===== src/logic/spi_port_pkg.sv =====
// Shared constants and carrier types for the byte-wide SPI master/slave port.
// Assumes a single 100 MHz core clock and a synchronous active-low reset.
package spi_port_pkg;

   // ----------------------------------------------------------------------
   // Clock and prescaler
   // ----------------------------------------------------------------------
   localparam int CLOCK_PERIOD_NS = 10;              // ref_clk period in ns
   // Core clocks per serial bit for each rate_select code
   localparam int RATE_DIV_00     = 4;
   localparam int RATE_DIV_01     = 16;
   localparam int RATE_DIV_10     = 64;
   localparam int RATE_DIV_11     = 128;
   localparam logic [6:0] HALF_DIV_00 = 7'(RATE_DIV_00 / 2);
   localparam logic [6:0] HALF_DIV_01 = 7'(RATE_DIV_01 / 2);
   localparam logic [6:0] HALF_DIV_10 = 7'(RATE_DIV_10 / 2);
   localparam logic [6:0] HALF_DIV_11 = 7'(RATE_DIV_11 / 2);

   // ----------------------------------------------------------------------
   // Transfer shape
   // ----------------------------------------------------------------------
   localparam int          BYTE_BITS      = 8;
   localparam logic [3:0]  LAST_BIT_INDEX = 4'h7;
   localparam logic [4:0]  LAST_HALF_EDGE = 5'h0F;   // 16 serial clock edges per byte

   // ----------------------------------------------------------------------
   // Reset values
   // ----------------------------------------------------------------------
   localparam logic [7:0] DATA_RESET     = 8'h00;
   localparam logic       FLAG_RESET     = 1'b0;
   localparam logic       MASTER_RESET   = 1'b0;
   localparam logic [2:0] SYNC_RESET     = 3'h7;     // Pins idle high after reset

   // Pin order inside the synchroniser bank
   localparam int PIN_SS   = 0;
   localparam int PIN_MISO = 1;
   localparam int PIN_MOSI = 2;
   localparam int PIN_SCLK = 3;
   localparam int PIN_COUNT = 4;

   // Static configuration bits steered by software
   typedef struct packed {
      logic       spi_on;
      logic       select_ignore;
      logic       clock_polarity;
      logic       clock_phase;
      logic       bit_order_select;
      logic [1:0] rate_select;
   } spi_config_type;

   // Drive side of the three data/clock pins
   typedef struct packed {
      logic miso_out;
      logic miso_oe;
      logic mosi_out;
      logic mosi_oe;
      logic sclk_out;
      logic sclk_oe;
   } pin_drive_type;

   typedef enum logic [1:0] {
      MASTER_IDLE,
      MASTER_START,
      MASTER_RUN
   } master_state_type;

endpackage


===== src/logic/spi_master_slave_port.sv =====
// Byte-wide full-duplex SPI port that acts as master or slave.
// Assumes all pin inputs are asynchronous to ref_clk and that the
// surrounding pad logic resolves the wire from the *_oe enables.
//
// Summary of operation
// - Port off releases all four serial pins to ordinary port use.
// - Selected slave drives MISO only while slave select is low or ignored.
// - Slave select low clears master bit when not ignored.
// - Idle master floats MOSI and clock; drives them only during a transfer.
// - Phase zero slave: data write while selected is a write collision.
// - Phase one allows slave select held low across bytes.
// - Master starts clock and transfer when data is written.
// - First master bit appears half a bit time after write.
// - After one byte, stop clock, set done flag, raise interrupt if enabled.
// - Both ends shift simultaneously, exchanging their bytes as one ring.
// - Demoted master turns MOSI and clock to inputs, MISO to output.
// - Demotion also sets done flag and requests interrupt if enabled.
// - After demotion only software restores master mode.
// - Write during transfer sets collision flag; the written byte is dropped.
// - Completed byte moves to read buffer, overwriting any unread byte.
// - Writing one to collision flag clears it.
// - Serial clock rate comes from core clock via rate_select prescaler.
// - With select ignored, master bit alone sets role.
// - Phase one changes on leading edge; phase zero samples on leading edge.
// - Polarity one idles clock high; polarity zero idles it low.
// - Bit order one sends LSB first, zero sends MSB first.
`timescale 1ns/1ps

module spi_master_slave_port
   import spi_port_pkg::*;
(
   input  wire logic           ref_clk,
   input  wire logic           rst_n,
   input  wire spi_config_type config_bits,
   input  wire logic           spi_irq_enable,
   input  wire logic           master_write,
   input  wire logic           master_write_value,
   input  wire logic           data_write,
   input  wire logic [7:0]     data_write_value,
   input  wire logic           clear_done,
   input  wire logic           clear_collision,
   input  wire logic           ss_in,
   input  wire logic           miso_in,
   input  wire logic           mosi_in,
   input  wire logic           sclk_in,
   output pin_drive_type       pin_drive,
   output logic                pins_released,
   output logic                master_select_bit,
   output logic                transfer_done_flag,
   output logic                write_collision_flag,
   output logic                spi_irq,
   output logic [7:0]          read_data
);

   // ----------------------------------------------------------------------
   // Pin synchronisers
   // ----------------------------------------------------------------------
   logic [PIN_COUNT-1:0] pin_raw;
   logic [PIN_COUNT-1:0] pin_filt;

   assign pin_raw[PIN_SS]   = ss_in;
   assign pin_raw[PIN_MISO] = miso_in;
   assign pin_raw[PIN_MOSI] = mosi_in;
   assign pin_raw[PIN_SCLK] = sclk_in;

   // Three stages; the filtered level moves only when stages two and three agree
   for (genvar gi = 0; gi < PIN_COUNT; gi++) begin : g_sync
      logic [2:0] stage;
      always_ff @(posedge ref_clk) begin
         if (!rst_n) begin
            stage          <= SYNC_RESET;
            pin_filt[gi]   <= SYNC_RESET[0];
         end else begin
            stage <= {stage[1:0], pin_raw[gi]};
            if (stage[1] == stage[2]) begin
               pin_filt[gi] <= stage[2];
            end
         end
      end
   end

   // ----------------------------------------------------------------------
   // Role selection
   // ----------------------------------------------------------------------
   logic ss_low;
   logic master_mode;
   logic slave_mode;
   logic slave_selected;
   logic demote;

   assign ss_low = ~pin_filt[PIN_SS];
   // Pin ignored when select_ignore is set: master bit alone decides
   assign master_mode = config_bits.spi_on & master_select_bit
                      & (config_bits.select_ignore | ~ss_low);
   assign slave_mode  = config_bits.spi_on & ~master_mode;
   assign slave_selected = slave_mode & (config_bits.select_ignore | ss_low);
   // Another master pulling select low forces this end to slave
   assign demote = config_bits.spi_on & ~config_bits.select_ignore
                 & master_select_bit & ss_low;

   // Master bit: software write sets it, demotion clears it, never self-restored
   always_ff @(posedge ref_clk) begin
      if (!rst_n) begin
         master_select_bit <= MASTER_RESET;
      end else if (master_write) begin
         master_select_bit <= master_write_value;
      end else if (demote) begin
         master_select_bit <= 1'b0;
      end
   end

   // ----------------------------------------------------------------------
   // Prescaler and master sequencer
   // ----------------------------------------------------------------------
   master_state_type master_state;
   logic [6:0]       half_div;
   logic [6:0]       div_count;
   logic             half_tick;
   logic [4:0]       half_edges;
   logic             sclk_level;
   logic             master_busy;
   logic             start_master;

   // Half bit-time in core clocks, chosen by rate_select
   always_comb begin
      case (config_bits.rate_select)
         2'h0:    half_div = HALF_DIV_00;
         2'h1:    half_div = HALF_DIV_01;
         2'h2:    half_div = HALF_DIV_10;
         default: half_div = HALF_DIV_11;
      endcase
   end

   assign half_tick    = (master_state != MASTER_IDLE) && (div_count == half_div - 7'h01);
   assign master_busy  = (master_state != MASTER_IDLE);
   // Only an enabled master may start a transfer, and only when idle
   assign start_master = data_write & master_mode & ~master_busy;

   // Divider restarts on every start so the first edge lands at a fixed time
   always_ff @(posedge ref_clk) begin
      if (!rst_n || start_master || !master_busy || half_tick) begin
         div_count <= 7'h00;
      end else begin
         div_count <= div_count + 7'h01;
      end
   end

   logic master_finish;
   assign master_finish = (master_state == MASTER_RUN) && half_tick
                        && (half_edges == LAST_HALF_EDGE);
   // Start waits half a bit, then sixteen clock edges, then the clock stops
   always_ff @(posedge ref_clk) begin
      if (!rst_n) begin
         master_state <= MASTER_IDLE;
         half_edges   <= 5'h00;
         sclk_level   <= 1'b0;
      end else if (demote || !config_bits.spi_on) begin
         master_state <= MASTER_IDLE;               // Demotion aborts the byte
         half_edges   <= 5'h00;
         sclk_level   <= config_bits.clock_polarity;
      end else begin
         case (master_state)
            MASTER_IDLE: begin
               sclk_level <= config_bits.clock_polarity;
               half_edges <= 5'h00;
               if (start_master) begin
                  master_state <= MASTER_START;
               end
            end
            MASTER_START: begin
               // First data bit is on MOSI after this half bit
               if (half_tick) begin
                  master_state <= MASTER_RUN;
               end
            end
            MASTER_RUN: begin
               if (half_tick) begin
                  sclk_level <= ~sclk_level;
                  half_edges <= half_edges + 5'h01;
                  if (master_finish) begin
                     master_state <= MASTER_IDLE;   // Clock generator stops
                  end
               end
            end
            default: master_state <= MASTER_IDLE;
         endcase
      end
   end

   // ----------------------------------------------------------------------
   // Edge events, shared by both roles
   // ----------------------------------------------------------------------
   logic sclk_seen;
   logic slave_lead;
   logic slave_trail;
   logic lead_edge;
   logic trail_edge;
   logic sample_edge;
   logic drive_edge;
   logic rx_in;

   // Previous filtered clock level for the slave edge detector
   always_ff @(posedge ref_clk) begin
      if (!rst_n) begin
         sclk_seen <= SYNC_RESET[0];   // Same level as the filter, so no edge at reset
      end else begin
         sclk_seen <= pin_filt[PIN_SCLK];
      end
   end

   // Leading edge leaves the idle level, trailing edge returns to it
   assign slave_lead  = slave_selected && (sclk_seen == config_bits.clock_polarity)
                      && (pin_filt[PIN_SCLK] != config_bits.clock_polarity);
   assign slave_trail = slave_selected && (sclk_seen != config_bits.clock_polarity)
                      && (pin_filt[PIN_SCLK] == config_bits.clock_polarity);
   assign lead_edge   = master_mode ? (master_state == MASTER_RUN && half_tick
                                       && !half_edges[0]) : slave_lead;
   assign trail_edge  = master_mode ? (master_state == MASTER_RUN && half_tick
                                       && half_edges[0]) : slave_trail;
   // Phase one drives on leading and samples on trailing; phase zero the reverse
   assign sample_edge = config_bits.clock_phase ? trail_edge : lead_edge;
   assign drive_edge  = config_bits.clock_phase ? lead_edge  : trail_edge;
   assign rx_in       = master_mode ? pin_filt[PIN_MISO] : pin_filt[PIN_MOSI];

   // ----------------------------------------------------------------------
   // Shift path
   // ----------------------------------------------------------------------
   logic [7:0] tx_byte;
   logic [7:0] rx_byte;
   logic [7:0] next_rx;
   logic [3:0] bit_count;
   logic [2:0] sample_pos;
   logic [2:0] drive_pos;
   logic       slave_finish;
   logic       finish;
   logic       slave_busy;
   logic       transfer_busy;
   logic       collision;

   // Bit position within the byte follows the chosen bit order
   assign sample_pos = config_bits.bit_order_select ? bit_count[2:0]
                                                    : 3'(LAST_BIT_INDEX - bit_count);
   assign drive_pos  = sample_pos;

   always_comb begin
      next_rx = rx_byte;
      if (sample_edge && bit_count <= LAST_BIT_INDEX) begin
         next_rx[sample_pos] = rx_in;
      end
   end

   assign slave_finish  = slave_mode && sample_edge && (bit_count == LAST_BIT_INDEX);
   assign finish        = master_finish | slave_finish;
   // Phase zero slave is busy while selected; phase one may stay selected
   assign slave_busy    = slave_mode && ((bit_count != 4'h0)
                        || (!config_bits.clock_phase && !config_bits.select_ignore && ss_low));
   assign transfer_busy = master_busy | slave_busy;
   assign collision     = data_write && config_bits.spi_on && transfer_busy;

   // Sample counter; a deselected slave starts over at the next select
   always_ff @(posedge ref_clk) begin
      if (!rst_n) begin
         bit_count <= 4'h0;
      end else if (finish || demote || start_master || (slave_mode && !slave_selected)) begin
         bit_count <= 4'h0;
      end else if (sample_edge && bit_count <= LAST_BIT_INDEX) begin
         bit_count <= bit_count + 4'h1;
      end
   end

   // Received bits collect separately until the byte is whole
   always_ff @(posedge ref_clk) begin
      if (!rst_n || start_master) begin
         rx_byte <= DATA_RESET;
      end else begin
         rx_byte <= next_rx;
      end
   end

   // Transmit byte: loaded by a clean write, swapped for the received byte
   // at the end so both ends exchange contents like one ring
   always_ff @(posedge ref_clk) begin
      if (!rst_n) begin
         tx_byte <= DATA_RESET;
      end else if (finish) begin
         tx_byte <= next_rx;
      end else if (data_write && !transfer_busy) begin
         tx_byte <= data_write_value;                // Colliding byte never lands
      end
   end

   // Read buffer is overwritten by each finished byte, read or not
   always_ff @(posedge ref_clk) begin
      if (!rst_n) begin
         read_data <= DATA_RESET;
      end else if (finish) begin
         read_data <= next_rx;
      end
   end

   // ----------------------------------------------------------------------
   // Status flags
   // ----------------------------------------------------------------------
   logic next_done;
   logic next_collision;

   // A setting event wins over a clear in the same cycle
   assign next_done      = finish | demote | (transfer_done_flag & ~clear_done);
   assign next_collision = collision | (write_collision_flag & ~clear_collision);

   always_ff @(posedge ref_clk) begin
      if (!rst_n) begin
         transfer_done_flag <= FLAG_RESET;
         spi_irq            <= FLAG_RESET;
      end else begin
         transfer_done_flag <= next_done;
         spi_irq            <= next_done & spi_irq_enable;
      end
   end

   always_ff @(posedge ref_clk) begin
      if (!rst_n) begin
         write_collision_flag <= FLAG_RESET;
      end else begin
         write_collision_flag <= next_collision;
      end
   end

   // ----------------------------------------------------------------------
   // Pin drivers
   // ----------------------------------------------------------------------
   logic data_bit;

   // Data line bit: preloaded while waiting, advanced on each drive edge
   always_ff @(posedge ref_clk) begin
      if (!rst_n) begin
         data_bit <= 1'b0;
      end else if (bit_count == 4'h0 && !(config_bits.clock_phase && drive_edge)) begin
         data_bit <= tx_byte[drive_pos];
      end else if (drive_edge && bit_count <= LAST_BIT_INDEX) begin
         data_bit <= tx_byte[drive_pos];
      end
   end

   // Enables settle one cycle after the role changes, which the pads tolerate
   always_ff @(posedge ref_clk) begin
      if (!rst_n) begin
         pin_drive     <= '0;
         pins_released <= 1'b1;
      end else begin
         pins_released      <= ~config_bits.spi_on;
         pin_drive.sclk_out <= master_mode ? sclk_level : config_bits.clock_polarity;
         pin_drive.mosi_out <= data_bit;
         pin_drive.miso_out <= data_bit;
         // Master drives MOSI and clock only once the transfer has begun
         pin_drive.mosi_oe  <= master_mode && master_state == MASTER_RUN
                              || master_mode && master_state == MASTER_START
                                 && half_tick;
         pin_drive.sclk_oe  <= master_mode && master_state == MASTER_RUN
                              && !master_finish;
         // Slave drives MISO only while selected; all off when disabled
         pin_drive.miso_oe  <= slave_selected && !demote;
      end
   end

endmodule


===== config.mk =====
export PLATFORM = sky130hd
export DESIGN_NAME = spi_master_slave_port
export DESIGN_NICKNAME = d
export VERILOG_FILES = /design/src/logic/spi_port_pkg.sv /design/src/logic/spi_master_slave_port.sv
export SDC_FILE = /design/constraint.sdc
export NUM_CORES = 1
export LEC_CHECK = 0
export ABC_CLOCK_PERIOD_IN_PS = 6000
export BUFFER_PORTS_ARGS = -buffer_cell sky130_fd_sc_hd__clkbuf_2
export CORE_MARGIN = 8
export CORE_UTILIZATION = 61
export DETAILED_ROUTE_END_ITERATION = 12
export PLACE_DENSITY_LB_ADDON = 0.2
export SYNTH_ARGS = -nofsm -noshare
export SYNTH_HDL_FRONTEND = slang
export SYNTH_SLANG_ARGS = --single-unit

===== constraint.sdc =====
create_clock -name ref_clk -period 6 [get_ports ref_clk]
set_input_delay 0 -clock ref_clk [delete_from_list [all_inputs] [get_ports ref_clk]]
set_output_delay 0 -clock ref_clk [all_outputs]
set_load 0.05 [all_outputs]

==> results.py <==
metrics = {
    "timing": {
        "tns_ns": 0,
        "setup_viol": 0,
        "slew_viol_final": 0,
        "fin_ws_ns": 2.99,
        "min_period_over_period_pct": 50.2,
        "tightest_slew_ns": 1.24,
        "finalClockSkew_ns": 0.00747,
        "hold_ws_ns": 0.0393,
        "max-slew-margin-rel_pct": 16.6,
        "period_needed_ns": 3.01,
        "hold_viol": 0,
        "fmax_mhz": 332,
        "rsz0062_at_grt": "false",
    },
    "logic_synthesis": {
        "synth_nets": 415,
        "avgSynthCellArea_um2": 8.72,
        "async_flop_share_pct": 0,
        "netlist_area_um2": 3330,
        "netlist_instances": 382,
        "synth_top_area_share_pct": 42.7,
        "yosys-top-cells-area": "dfxtp_1 (43%), nor2_1 (5.4%), nand2b_1 (4.1%)",
        "synth.distinct_cells": 59,
        "ys_ff_latch": 71,
        "synth_enable_flop_cells": 0,
        "ys_seq_area_share_pct": 42.7,
        "ys.flop_type": "dfxtp_1",
        "ys_warn_count": 0,
        "yosysTopAreaCell": "dfxtp_1",
    },
    "routing": {
        "vias": 2932,
        "remaining_drc_errors": 0,
        "totalWireLength_um": 7620,
        "drtIter0Drc": 231,
        "wl_per_cell_um": 15.0,
        "dr.pass1.iters": 4,
        "drtAntennaViolNets": 0,
        "viasPerCell": 5.77,
    },
    "cells_and_area": {
        "multi_input_area_um2": 1770,
        "syn_to_final_growth_pct": 15.3,
        "final_common_cell": "dfxtp_1",
        "drive_gt1_share_pct": 19.0,
        "nets": 465,
        "fillCellCount": 429,
        "diodes": 0,
        "final_util_pct": 71.1,
        "register_area_um2": 1420,
        "final_cell_mix": "dfxtp_1 (71), nor2_1 (48), clkbuf_2 (45)",
    },
    "place": {
        "dpl.hpwl_um": 5270,
        "gp_congestion": 0.866,
        "dp_slack_ns": 3.03,
        "port_buffers": 45,
    },
    "worst_setup_path": {
        "max_stage_delay_ns": 0.58,
        "cpMaxStageDelayCell": "o21ai_4",
        "required_ns": 6.22,
        "cp_max_fo": 27,
        "arrival_ns": 3.24,
        "critPathKind": "flop to flop",
        "start_kind": "flop",
        "crit_chain": "or4_4 -> o22ai_2 -> o21bai_4 -> o311ai_4 -> nand3b_1 -> o21ai_4 -> nor3b_1 -> nor2_1",
        "end_kind": "flop",
        "ff2ff_path_depth": 8,
    },
    "worst_hold_path": {
        "hp-class": "primary input to flop",
        "whs_path_depth": 3,
    },
    "global_routing": {
        "antenna_found_initial": 0,
        "met3_usage_pct": 4.82,
        "grt_pass1_vias": 2873,
        "met2_usage_pct": 31.0,
        "grt_max_degree": 43,
        "grt_overflow": 0,
        "grt_use_total_pct": 19.1,
        "grt_first_pass_wirelength_um": 13000,
        "met1_usage_pct": 23.1,
        "grt.busiest_layer": "met2",
    },
    "clock_network": {
        "cts_buffers": 9,
        "cts_tree": "yes",
        "clk_latency_ns": 0.34,
        "htreeDepth": 3,
        "cts.sinks": 71,
        "clock_path_buffers": 2,
        "cts_root_buffer": "clkbuf_8",
        "path_clk_slew_ns": 0.08,
    },
    "die": {
        "rows": 27,
        "dieWidth_um": 89.9,
        "io_pins": 46,
        "start_util_pct": 61.6,
        "die_height_um": 89.9,
        "core-area_um2": 5410,
        "fp.dieArea_um2": 8080,
    },
    "flow_run": {
        "maxCapViolations": 0,
    },
    "status": {
        "status": "complete, no violations",
    },
    "power": {
        "power_density_nw_per_um2": 245,
        "p_leak_nw": 1.54,
        "peakVddDrop_mv": 0.183,
    },
}
[power breakdown]
part           internal (W)  switching [W]   total, W  leakage, nW
Clock              0.000189       0.000178   0.000367       0.0988
Sequential         0.000482     0.00000765   0.000490        0.578
Combinational     0.0000367      0.0000495  0.0000862        0.864
[through the flow]
stage / total power (W) / instances / area, um^2
3_5_place_dp: 0.000580 / 482 / 3550
3_3_place_gp: 0.000578 / 482 / 3550
5_1_grt: 0.000980 / 508 / 3840
4_1_cts: 0.000948 / 508 / 3840
6_report: 0.000943 / 508 / 3840
2_1_floorplan: 0.000558 / 382 / 3330
[cells in the mapped netlist (8+ instances only)]
master and n:
dfxtp_1 71, clkbuf_1 11, mux2_2 8, a21oi_1 23, inv_1 10, o21ai_0 24
nand2_1 33, o22ai_1 13, nand2b_1 22, nor3_1 9, nor2_1 48
[timing repair]
| item | CTS | global route |
|---|---|---|
| hold buffers | 11 | 0 |
| gates resized for setup | 0 | 0 |
| buffers inserted | 0 | 0 |
| setup endpoints to repair | 0 | 0 |
| endpoints found under the hold margin | 9 | 0 |
[routing by layer]
layer / vias up / wire length (um)
li1: 1458 / -
met1: 1374 / 3470
met2: 83 / 3590
met3: 17 / 395
met4: 0 / 171
met5: - / 0
[path summary, 6_finish.rpt]
path | slack, ns | start | endpoint
worst max-delay path | 2.99 | div_count[1]$_SDFF_PP0_ | tx_byte[1]$_SDFFE_PN0P_
worst max register to register | 2.99 | div_count[1]$_SDFF_PP0_ | tx_byte[1]$_SDFFE_PN0P_
worst min-delay path | 0.04 | config_bits[5] | pin_drive[4]$_SDFF_PN0_
worst min register to register | 0.41 | g_sync[1].stage[0]$_SDFF_PN1_ | g_sync[1].stage[1]$_SDFF_PN1_
[worst max-delay path: cells and delay by family, from the launching register on]
family             cells  cell delay, ns
AOI/OAI and AO/OA      4            1.34
and+or+nand+nor        4            1.19
DFF                    1            0.35
[final cells by class]
type                    count  area share (%)
multi-input cells         283            46.0
well taps                  72            2.34
clock buffers               9            3.22
repair buffers             56            8.73
flip-flops and latches     71            37.0
inverters                  11            1.07
clock inverters             6            1.63
[sequential cells by signal (all words and copies together) (netlist names), 2 cells and up]
signal        cells
pin_drive         5
rx_byte           8
half_edges        5
bit_count         4
div_count         7
tx_byte           8
pin_filt          4
master_state      2
g_sync.stage     12
read_data         8
[cells by family (layout without fill, tap and decap cells)]
family / after synthesis / count (layout) / synth area share [%]
mux: 15 / 15 / 4.81
fa+ha+maj: 6 / 6 / 2.25
xor+xnor: 11 / 11 / 2.89
buf+inv: 28 / 82 / 4.28
flops: 71 / 71 / 42.7
compound gates: 100 / 100 / 20.8
simple gates: 151 / 151 / 22.3
Note: power is estimated with default switching activity, not from simulation.
